<file path="config.mk">
export PLATFORM = sky130hd
export DESIGN_NAME = bts_scheme
export DESIGN_NICKNAME = d
export VERILOG_FILES = /design/src/logic/bts_pkg.sv /design/src/logic/bts_sync.sv /design/src/logic/bts_scheme.sv
export VERILOG_INCLUDE_DIRS = /design/src /design/src/logic
export SDC_FILE = /design/constraint.sdc
export NUM_CORES = 1
export LEC_CHECK = 0
export ABC_AREA = 1
export BUFFER_PORTS_ARGS = -buffer_cell sky130_fd_sc_hd__buf_2
export CAP_MARGIN = 20
export CORE_MARGIN = 2
export CORE_UTILIZATION = 55
export DETAILED_ROUTE_END_ITERATION = 7
export HOLD_SLACK_MARGIN = 0.08
export MAX_ROUTING_LAYER = met4
export PLACE_DENSITY = 0.75
export SLEW_MARGIN = 20
export SYNTH_ARGS = -nofsm -noshare
export SYNTH_HDL_FRONTEND = slang
export SYNTH_SLANG_ARGS = --single-unit
</file>
<file path="constraint.sdc">
create_clock -name clk -period 2.1 [get_ports clk]
set_clock_uncertainty 0.15 [all_clocks]
set_input_delay 0.315 -clock clk [delete_from_list [all_inputs] [get_ports clk]]
set_output_delay 0.315 -clock clk [all_outputs]
set_load 0.01 [all_outputs]
</file>
<file path="src/logic/bts_defines.svh">
// constants of the bus transfer scheme: timing, sizes and reset values
`ifndef BTS_DEFINES_SVH
`define BTS_DEFINES_SVH

// clock and delay time base
`define BTS_CLK_PERIOD_NS   20
`define BTS_TICK_PERIOD_NS  1000000
`define BTS_TICK_CYCLES     (`BTS_TICK_PERIOD_NS / `BTS_CLK_PERIOD_NS)

// sizes
`define BTS_NUM_INC         2
`define BTS_DELAY_W         16
`define BTS_SYNC_STAGES     2

// reset values
`define BTS_NOT_READY_RST   1'b1
`define BTS_OPEN_IND_RST    1'b1
`define BTS_LINE_DEAD_RST   1'b1
`define BTS_OFF             1'b0

`endif

</file>
<file path="src/logic/bts_pkg.sv">
// types of the bus transfer scheme: pin groups, contact groups, tie states
package bts_pkg;

	// incomer logic inputs and element flags
	typedef struct packed {
		logic racked;      // racked-in input 5
		logic closeCmd;    // close command input 2
		logic openCmd;     // open command input 3
		logic inhibit;     // transfer inhibit input 11
		logic lockout;     // transformer lockout input 12
		logic srcTrip;     // source trip input 13
		logic uvInst;      // instantaneous undervoltage element picked up
		logic uvTimed;     // timed undervoltage element timed out
		logic lineLive;    // line voltage at nominal
		logic brkClosed;   // breaker auxiliary: closed
	} bts_inc_in_type;

	// incomer output contacts and breaker commands
	typedef struct packed {
		logic openInd;     // contact 1
		logic otherUv;     // contact 3
		logic lineDead;    // contact 4
		logic inSvcA;      // contact 5
		logic xferReq;     // contact 6
		logic inSvcB;      // contact 7
		logic tripOut;
		logic closeOut;
		logic notReady;
	} bts_inc_out_type;

	// bus-tie logic inputs
	typedef struct packed {
		logic racked;
		logic closeCmd;
		logic openCmd;
		logic syncOk;      // synchrocheck permits close
		logic brkClosed;
	} bts_tie_in_type;

	// bus-tie output contacts and breaker commands
	typedef struct packed {
		logic rackedA;     // contact 4
		logic closedA;     // contact 5
		logic rackedB;     // contact 6
		logic closedB;     // contact 7
		logic tripOut;
		logic closeOut;
	} bts_tie_out_type;

	typedef enum logic [4:0] {
		TIE_IDLE  = 5'b00001,
		TIE_PEND  = 5'b00010,
		TIE_CLOSE = 5'b00100,
		TIE_SHUT  = 5'b01000,
		TIE_TRIP  = 5'b10000
	} bts_tie_state_type;

endpackage

</file>
<file path="src/logic/bts_sync.sv">
// two-flop synchroniser with rising-edge detect for a vector of pins
`timescale 1ns/100ps
`default_nettype none

module bts_sync #(
	parameter int W = 8
) (
	// clock and reset
	input  wire logic         clk,
	input  wire logic         sys_rst,
	// pins
	input  wire logic [W-1:0] din,
	// synchronised levels and rising edges
	output logic      [W-1:0] dout,
	output logic      [W-1:0] rise
);

	logic [W-1:0] meta_r;
	logic [W-1:0] stab_r;
	logic [W-1:0] last_r;

	always_ff @(posedge clk)
	begin
		if (sys_rst)
		begin
			meta_r <= '0;
			stab_r <= '0;
			last_r <= '0;
		end
		else
		begin
			meta_r <= din;
			stab_r <= meta_r;
			last_r <= stab_r;
		end
	end

	// edge seen only on the settled stage
	assign dout = stab_r;
	assign rise = stab_r & ~last_r;

endmodule

`default_nettype wire

</file>
<file path="src/logic/bts_scheme.sv">
// two incomers and one bus tie: automatic bus transfer logic
`timescale 1ns/100ps
`default_nettype none
`include "bts_defines.svh"

// Operation
// - idle incomer: contacts 1,4 on, not ready
// - idle bus tie: contacts 4 to 7 off
// - tie contacts 4,6 follow tie racked input
// - incomer never closes onto dead line
// - pending close completes when line live
// - tie unracked makes both incomers not ready
// - incomer unracked drops 5,7, both not ready
// - open pulse trips incomer, drops 5,7
// - close pulse with voltage closes incomer
// - tie close pulse closes tie, not ready
// - tie open pulse trips tie, ready again
// - inhibit drops 5,7, both not ready
// - undervoltage pickup: contact 4, other not ready
// - other clears not ready after set delay
// - timed undervoltage trips the incomer breaker
// - lockout trips incomer, contact 6 requests tie
// - contact 6 drops once own breaker open
// - tie closes only when synchrocheck permits
// - source trip acts like lockout
// - double loss: optional trip block, tie holds
module bts_scheme
	import bts_pkg::*;
#(
	parameter int TICK_CYCLES = `BTS_TICK_CYCLES,
	parameter int DELAY_W     = `BTS_DELAY_W
) (
	// clock and reset
	input  wire logic                       clk,
	input  wire logic                       sys_rst,
	// settings
	input  wire logic                       blockDoubleLoss,
	input  wire logic [DELAY_W-1:0]         xferDelayMs,
	// incomer pins
	input  wire bts_inc_in_type [1:0]       incPins,
	// bus-tie pins
	input  wire bts_tie_in_type             tiePins,
	// incomer contacts and commands
	output var  bts_inc_out_type [1:0]      incOut,
	// bus-tie contacts and commands
	output var  bts_tie_out_type            tieOut,
	// tie state for observation
	output var  logic                       tiePending
);

	localparam int INC_W  = $bits(bts_inc_in_type);
	localparam int TIE_W  = $bits(bts_tie_in_type);
	localparam int SYNC_W = `BTS_NUM_INC * INC_W + TIE_W;
	localparam int TICK_W = $clog2(TICK_CYCLES + 1);
	localparam logic [TICK_W-1:0] TICK_LAST = TICK_W'(TICK_CYCLES - 1);

	// incomer in service: racked, closed and not inhibited
	function automatic logic incReady(input bts_inc_in_type p);
		incReady = p.racked & p.brkClosed & ~p.inhibit;
	endfunction

	// a trip that also asks the bus tie to take the load
	function automatic logic xferCause(input bts_inc_in_type p,
		input logic uvTrip);
		xferCause = p.lockout | p.srcTrip | uvTrip;
	endfunction

	// all pins pass the synchroniser before any logic
	bts_inc_in_type [1:0] inc;
	bts_inc_in_type [1:0] incRise;
	bts_tie_in_type       tie;
	bts_tie_in_type       tieRise;
	logic [SYNC_W-1:0]    syncLvl;
	logic [SYNC_W-1:0]    syncRise;

	bts_sync #(
		.W (SYNC_W)
	) u_sync (
		.clk     (clk),
		.sys_rst (sys_rst),
		.din     ({tiePins, incPins}),
		.dout    (syncLvl),
		.rise    (syncRise)
	);

	assign {tie, inc}         = syncLvl;
	assign {tieRise, incRise} = syncRise;

	// millisecond tick for the transfer delay
	logic [TICK_W-1:0] tickCnt_r;
	logic              tick_r;

	always_ff @(posedge clk)
	begin
		if (sys_rst)
		begin
			tickCnt_r <= '0;
			tick_r    <= `BTS_OFF;
		end
		else if (tickCnt_r >= TICK_LAST)
		begin
			tickCnt_r <= '0;
			tick_r    <= 1'b1;
		end
		else
		begin
			tickCnt_r <= tickCnt_r + TICK_W'(1);
			tick_r    <= `BTS_OFF;
		end
	end

	// shared conditions
	logic       bothLost;
	logic       tiePermit;
	logic [1:0] ready;
	logic [1:0] uvTrip;
	logic [1:0] xferReq;
	logic [1:0] uvHold;

	assign bothLost = ~inc[0].lineLive & ~inc[1].lineLive;
	// dead bus or one dead line is judged by synchrocheck; both lines dead blocks the tie
	assign tiePermit = tie.racked & tie.syncOk & ~bothLost;

	// bus-tie breaker control
	bts_tie_state_type tieState_r;
	bts_tie_state_type tieState_nxt;
	logic              tieReq;

	// a request from either incomer or an operator close pulse
	assign tieReq = tieRise.closeCmd | (|xferReq);

	always_comb
	begin
		tieState_nxt = tieState_r;
		case (tieState_r)
			TIE_IDLE:
			begin
				if (tie.brkClosed)
					tieState_nxt = TIE_SHUT;
				else if (tieReq)
					tieState_nxt = TIE_PEND;
			end
			TIE_PEND:
			begin
				// request held after contact 6 drops
				if (tieRise.openCmd)
					tieState_nxt = TIE_IDLE;
				else if (tie.brkClosed)
					tieState_nxt = TIE_SHUT;
				else if (tiePermit)
					tieState_nxt = TIE_CLOSE;
			end
			TIE_CLOSE:
			begin
				if (tieRise.openCmd)
					tieState_nxt = TIE_IDLE;
				else if (tie.brkClosed)
					tieState_nxt = TIE_SHUT;
				else if (!tiePermit)
					tieState_nxt = TIE_PEND;
			end
			TIE_SHUT:
			begin
				if (tieRise.openCmd)
					tieState_nxt = TIE_TRIP;
				else if (!tie.brkClosed)
					tieState_nxt = TIE_IDLE;
			end
			TIE_TRIP:
			begin
				if (!tie.brkClosed)
					tieState_nxt = TIE_IDLE;
			end
			default:
				tieState_nxt = TIE_IDLE;
		endcase
	end

	always_ff @(posedge clk)
	begin
		if (sys_rst)
			tieState_r <= TIE_IDLE;
		else
			tieState_r <= tieState_nxt;
	end

	// bus-tie contacts and commands
	always_ff @(posedge clk)
	begin
		if (sys_rst)
		begin
			tieOut     <= '0;
			tiePending <= `BTS_OFF;
		end
		else
		begin
			tieOut.rackedA  <= tie.racked;
			tieOut.rackedB  <= tie.racked;
			tieOut.closedA  <= tie.brkClosed;
			tieOut.closedB  <= tie.brkClosed;
			tieOut.closeOut <= (tieState_nxt == TIE_CLOSE);
			tieOut.tripOut  <= (tieState_nxt == TIE_TRIP);
			tiePending      <= (tieState_nxt == TIE_PEND);
		end
	end

	// per-incomer logic
	genvar g;
	generate
		for (g = 0; g < `BTS_NUM_INC; g++)
		begin : g_inc
			localparam int OTH = `BTS_NUM_INC - 1 - g;

			logic               closePend_r;
			logic               openLatch_r;
			logic               tripDemand;
			logic [DELAY_W-1:0] holdCnt_r;
			logic               holdRun_r;

			// with blocking on, a double loss does not trip
			assign uvTrip[g] = inc[g].uvTimed
				& ~(blockDoubleLoss & bothLost);
			assign ready[g] = incReady(inc[g]);

			// contact 6 lives only while own breaker closed
			assign xferReq[g] = inc[g].brkClosed
				& xferCause(inc[g], uvTrip[g]);

			assign tripDemand = openLatch_r | incRise[g].openCmd
				| xferCause(inc[g], uvTrip[g]);

			// open pulse is latched until breaker opens
			always_ff @(posedge clk)
			begin
				if (sys_rst)
					openLatch_r <= `BTS_OFF;
				else if (incRise[g].openCmd)
					openLatch_r <= inc[g].brkClosed;
				else if (!inc[g].brkClosed)
					openLatch_r <= `BTS_OFF;
			end

			// close pulse waits for a live line
			always_ff @(posedge clk)
			begin
				if (sys_rst)
					closePend_r <= `BTS_OFF;
				else if (incRise[g].closeCmd)
					closePend_r <= ~inc[g].brkClosed;
				else if (inc[g].brkClosed || tripDemand)
					closePend_r <= `BTS_OFF;
			end

			// other-source undervoltage hold and delay
			always_ff @(posedge clk)
			begin
				if (sys_rst)
				begin
					holdRun_r <= `BTS_OFF;
					holdCnt_r <= '0;
				end
				else if (inc[OTH].uvInst)
				begin
					holdRun_r <= 1'b1;
					holdCnt_r <= '0;
				end
				else if (holdRun_r && tick_r)
				begin
					if (holdCnt_r >= xferDelayMs)
						holdRun_r <= `BTS_OFF;
					else
						holdCnt_r <= holdCnt_r + DELAY_W'(1);
				end
			end

			assign uvHold[g] = holdRun_r | inc[OTH].uvInst;

			// contacts and commands
			always_ff @(posedge clk)
			begin
				if (sys_rst)
				begin
					incOut[g]          <= '0;
					incOut[g].openInd  <= `BTS_OPEN_IND_RST;
					incOut[g].lineDead <= `BTS_LINE_DEAD_RST;
					incOut[g].notReady <= `BTS_NOT_READY_RST;
				end
				else
				begin
					incOut[g].openInd  <= ~inc[g].brkClosed;
					incOut[g].otherUv  <= inc[OTH].uvInst;
					incOut[g].lineDead <= ~inc[g].lineLive
						| inc[g].uvInst;
					incOut[g].inSvcA   <= ready[g];
					incOut[g].inSvcB   <= ready[g];
					incOut[g].xferReq  <= xferReq[g];
					incOut[g].tripOut  <= tripDemand
						& inc[g].brkClosed;
					incOut[g].closeOut <= closePend_r & ~tripDemand
						& inc[g].racked & inc[g].lineLive
						& ~inc[g].brkClosed;
					// ready needs both incomers, tie racked and open
					incOut[g].notReady <= ~ready[0] | ~ready[1]
						| ~tie.racked | tie.brkClosed
						| uvHold[g];
				end
			end
		end
	endgenerate

endmodule

`default_nettype wire

</file>
* Yosys cells after proc, flatten, opt, wreduce, memory -nomap -nowiden
Cells that the tools add are included.
** Word-level totals
- Bits in read-only memories :: 0
- RAM bits :: 0
- Memories :: 0
- Register bits :: 155
- Logic and storage cells :: 152
- Input port bits :: 44
- Output and inout port bits :: 25
- Bits in latches :: 0
** Cells by class
- Bitwise logic cells :: 57
- Shifts and indexed selects :: 0
- Multipliers :: 0
- $add $sub $neg :: 3
- Reduce and logical (&&, ||, !) cells :: 18
- Eq/ne operators :: 10
- Divide/modulo/power cells :: 0
- Magnitude comparators :: 3
- Mux-type cells :: 26
** Operator list (count)
- $mux 5 :: 10
- $add 16x1->16 const B :: 3
- $ge 16x16->1 :: 2
- $pmux 5 s5 :: 1
- $and 24x24->24 :: 1
- $not 24->24 :: 1
- $and 1x1->1 :: 22
- $or 1x1->1 :: 18
- $ge 16x16->1 const B :: 1
- $mux 1 :: 15
- $not 1->1 :: 15
- $reduce_bool 2->1 :: 6
- $eq 5x2->1 const B :: 2
- $eq 5x3->1 const B :: 2
- $eq 5x5->1 const B :: 2
- $reduce_and 2->1 :: 4
- $reduce_or 2->1 :: 4
- $eq 5x1->1 const B :: 1
- $eq 5x4->1 const B :: 1
- $ne 2x2->1 const B :: 2
- $logic_and 1x1->1 :: 2
- $logic_or 1x1->1 :: 2

* Logic depth before layout (Yosys ltp)
- Depth after elaboration :: 13
- Mapped depth :: 14
- Depth with buffers taken out :: 14

* Modules after synthesis
Synthesis repeated with hierarchy kept, for this count alone.
** Unflattened totals
- Cells, all modules :: 933
- Area total of the unflattened synthesis :: 7055.5 um^2
** By module, submodules not included
- bts_scheme :: cells each 675, times used 1, sequential area each 1621.6 um^2, area each 4823.4 um^2
- bts_sync :: cells each 258, times used 1, sequential area each 1501.4 um^2, area each 2232.1 um^2

* Worst setup path after synthesis
No wires, ideal clock.
- Path type :: register to register
- Start :: register g_inc[0].holdCnt_r[7]
- End :: register g_inc[0].holdCnt_r[11]
- Arrival :: 1635 ps
- Required time :: 1879 ps
- Cell stages (with the launch flop) :: 9
- Slack :: 244 ps
- Clock period less this slack :: 1856 ps
- Setup time :: 71 ps
- Buffers on the path :: 1
- Path through :: dfxtp_1 -> ha_1 -> a21o_1 -> nor2_1 -> nand2_1 -> a21oi_2 -> buf_2 -> nand4_1 -> a21oi_2
** On the way
- Word-level cells in the longest chain between the ends :: 3
- Elaborated cells between the ends (all ways) :: 4
- Those cells by class :: add/sub: 1; order compare: 1; bitwise: 1; reduce/logical: 1
** RTL lines
- start, declared :: RTL line bts_scheme.sv:217 : logic [DELAY_W-1:0] holdCnt_r;
- start signal, assigned :: RTL line bts_scheme.sv:272 : holdCnt_r <= holdCnt_r + DELAY_W'(1);
- $ge 16x16->1 :: RTL line bts_scheme.sv:269 : if (holdCnt_r >= xferDelayMs)
- $not 1->1 (no source line)
- $reduce_and 2->1 (no source line)
Parallel ways exist; a longest one is shown, timed or not.
A chain may end at the register's enable or synchronous reset.

* Worst setup path in the final report
- Start :: register g_inc[0].holdCnt_r[11]
- End :: register g_inc[0].holdCnt_r[4]
** On the way
- Word-level cells in the longest chain between the ends :: 3
** RTL lines (RTL line)
- $ge 16x16->1 :: bts_scheme.sv:269
- $not 1->1 (no source line)
- $reduce_and 2->1 (no source line)
No other way between the ends.

==> flow_summary.ini <==
[outcome]
status = finished clean

[floorplan]
dieHeight_um = 111.3
fp-row-count = 39
coreArea_sq_um = 11320
start_util = 0.5592
die_area_sq_um = 12390
die_x_um = 111.3
io_pins = 69

[yosys]
yosys.area_share.xor_xnor = 0.03597
synth-seq-cells = 137
ys_seq_area_frac = 0.4332
synth_area_leaders = dfxtp_1 43%, nand2_1 8.4%, inv_1 8.0%
synth-compound-area-share = 0.07431
synth_top_family_by_area = simple AND/OR/NAND/NOR gates
synth_ff_type = dfxtp_1
synth_area_sq_um = 6331
synth_nets = 913
synth_fa_ha_area_frac = 0.06917
syn_area_per_cell_sq_um = 7.591
netlist_instances = 834
yosys.cell_types.count = 38
synth-async-reset-ratio = 0
synthDominantCellAreaShare = 0.4332
yosysWarnings = 0
synth.area.mux_share = 0
synth-edff-count = 0
synth-simple-area-share = 0.2824
synth_top_area_cell = dfxtp_1

[layout]
fin_util = 0.6937
fill_cells = 933
multi_input_area_sq_um = 2933
drive_gt1_frac = 0.1869
fin_area_sq_um = 7854
regArea_sq_um = 2743
fin_nets = 1040
diodes = 0
syn_to_final_growth_pct = 24.05

[detailed_routing]
highest_layer = met4
dr_wl_met2_um = 6526
dr_wl_met3_um = 559
dr.pass1.iters = 5
drt-initial-drc-count = 271
wl_met1_um = 6190
vias = 5461
drc = 0
drt-total-wl_um = 13500
routedWlPerCell_um = 12.08
avgViaCountPerCell = 4.889
drt.antenna.violating_nets = 0

[timing]
drv_slew = 0
finalCritPeriodShare = 0.9248
min_period_ns = 1.942
fin_ws_ns = 0.1579
relSlewSlack = 0.5163
grt_setup_unrepaired = no
max_freq_mhz = 514.9
hold_viol = 0
max_slew.worst_pin.slew_ns = 0.7247
setup_viol = 0

[placement]
post_dp_cell_area_sq_um = 7020
gp_congestion = 0.9114
pre_cts_slack_ns = -0.02317
io_buffers = 68
place_hpwl_um = 9357

[setup_path]
cp-start-kind = register
end_kind = register
critPathBufInv = 2
cp_slowest_stage_delay_ns = 0.31
crit_top_cell = nand2_2
cp_cell_sequence = ha_1, nand2_1, inv_2, nand3_1, nor3_4, nand2_2, nand4_4, buf_4, nand2_2, a21oi_2
required_ns = 2.28
crit_slowest_cell = dfxtp_1
crit_type = reg2reg
crit_family = simple AND/OR/NAND/NOR gates
worstPathArrival_ns = 2.12
crit_path_max_fanout = 7

[clock_network]
cts-root-buf = clkbuf_16
cts_buffers = 17
tritoncts = built
clk_latency_ns = 0.41
cts_sinks = 137
clk_pin_slew_ns = 0.06
post_cts_buffers = 0
cts_max_path_buffers = 2
cts_max_level = 4

[grt]
grt_max_degree = 31
grtUsageTotal = 0.2295
grt_pass1_wl_um = 22620
antenna_found_initial = 0
grt_pass1_vias = 5099
grt_overflow = 0

[job]
maxCapViolCount = 0

[pwr]
internal-power_uw = 4495
powerDensity_nw_per_um2 = 743.5
power.leakage_uw = 0.003625
peakVddDrop_mv = 0.6356
p_comb_frac = 0.060
power.total_uw = 5839
clkPwrFrac = 0.477
pwr-share-seq = 0.463
p_sw_frac = 0.2302
switching_power_uw = 1344

[min_path]
hp-class = in2reg
sequential cells by signal, summed over array words and instances, names as in the netlist:
| signal | cells |
|---|---|
| u_sync.meta_r | 25 |
| incOut | 14 |
| u_sync.last_r | 9 |
| g_inc.closePend_r | 2 |
| u_sync.dout | 25 |
| g_inc.holdCnt_r | 32 |
| tieOut | 3 |
| tickCnt_r | 16 |
| g_inc.holdRun_r | 2 |
| g_inc.openLatch_r | 2 |
| tick_r | 1 |
| tieState_r | 5 |
| tiePending | 1 |
layout make-up:
type                       instances  area share
multi-input combinational        532      0.3734
sequential                       137      0.3492
timing repair buffer             134      0.1163
inverter                         139     0.06643
clock buffer                      20     0.05687
tap                              143     0.02278
clock inverter                    12     0.01498
power by group through the flow:
| stage | combinational [uW] | sequential, uW | clock [uW] |
|---|---|---|---|
| 2_1_floorplan | 205 | 2760 | 0 |
| 3_3_place_gp | 298 | 2760 | 0 |
| 3_5_place_dp | 306 | 2760 | 0 |
| 4_1_cts | 346 | 2700 | 2830 |
| 5_1_grt | 396 | 2710 | 2970 |
| 6_report | 351 | 2700 | 2780 |
synthesized netlist by cell type (7+ instances only):
cell,instances
inv_1,135
a21oi_1,42
nor3_1,17
clkbuf_1,14
buf_4,7
nand3_1,24
ha_1,35
nand2_1,142
xor2_1,15
nor2_1,133
nand4_1,40
o21ai_0,12
a21oi_2,12
dfxtp_1,137
nand2_2,12
xnor2_1,11
layer usage:
layer,GRT usage,up-vias
li1,-,2884
met1,0.2790,2432
met2,0.3850,125
met3,0.05030,20
met4,0.06667,0
met5,-,-
through the flow:
stage	instances	hold WS, ns	TNS [ns]
3_5_place_dp	1059	0.2416	-0.1039
3_3_place_gp	1059	0.2387	0
5_1_grt	1117	0.2676	0
6_report	1117	0.2400	0
4_1_cts	1117	0.2212	0
2_1_floorplan	834	0.2282	0
tightest hold or removal path, cell delays in order:
cell,delay [ns]
buf_2,0.09
nand2_1,0.08
nand2_1,0.07
nand2_1,0.06
nand2_1,0.09
nor2_1,0.05
path summary, 6_finish.rpt:
kind                            cells after the start                                  to  slack, ns                                 from
worst max-delay path                               10  g_inc[0].holdCnt_r[4]$_SDFFE_PP0P_       0.16  g_inc[0].holdCnt_r[11]$_SDFFE_PP0P_
worst max register to register                     10  g_inc[0].holdCnt_r[4]$_SDFFE_PP0P_       0.16  g_inc[0].holdCnt_r[11]$_SDFFE_PP0P_
worst min register to register                      2           u_sync.dout[6]$_SDFF_PP0_       0.25          u_sync.meta_r[6]$_SDFF_PP0_
worst min-delay path                                6                incOut[4]$_SDFF_PP0_       0.24                      blockDoubleLoss
cells in the final DEF, fill, tap and decap left out, types with 4 or more instances in the layout:
cell and instances:
ha_1 35, dlygate4sd3_1 26, nand4_1 40, buf_4 39, or2_2 4, nand2_2 12, o21bai_1 4, nand2_1 142
xor2_1 15, a21oi_2 13, nor3b_1 4, xnor2_1 11, inv_1 135, nor2_1 133, o21ai_0 12, nor3_1 16
a21oi_1 41, nand3_1 24, clkinv_4 5, dfxtp_1 137, clkbuf_16 17, buf_2 68
logic make-up (layout without fill, tap and decap cells):
kind of cell | after synthesis | after routing
compound gates | 79 | 79
xor+xnor | 26 | 26
fa+ha+maj | 35 | 35
flops | 137 | 137
buf+inv | 165 | 305
simple gates | 392 | 392
timing repair:
item | CTS | global route
endpoints found under the setup margin | 0 | 16
endpoints found under the hold margin | 27 | 0
hold buffers | 26 | 0
resized for setup | 0 | 2
No activity file was read; power rests on OpenSTA's default activity.
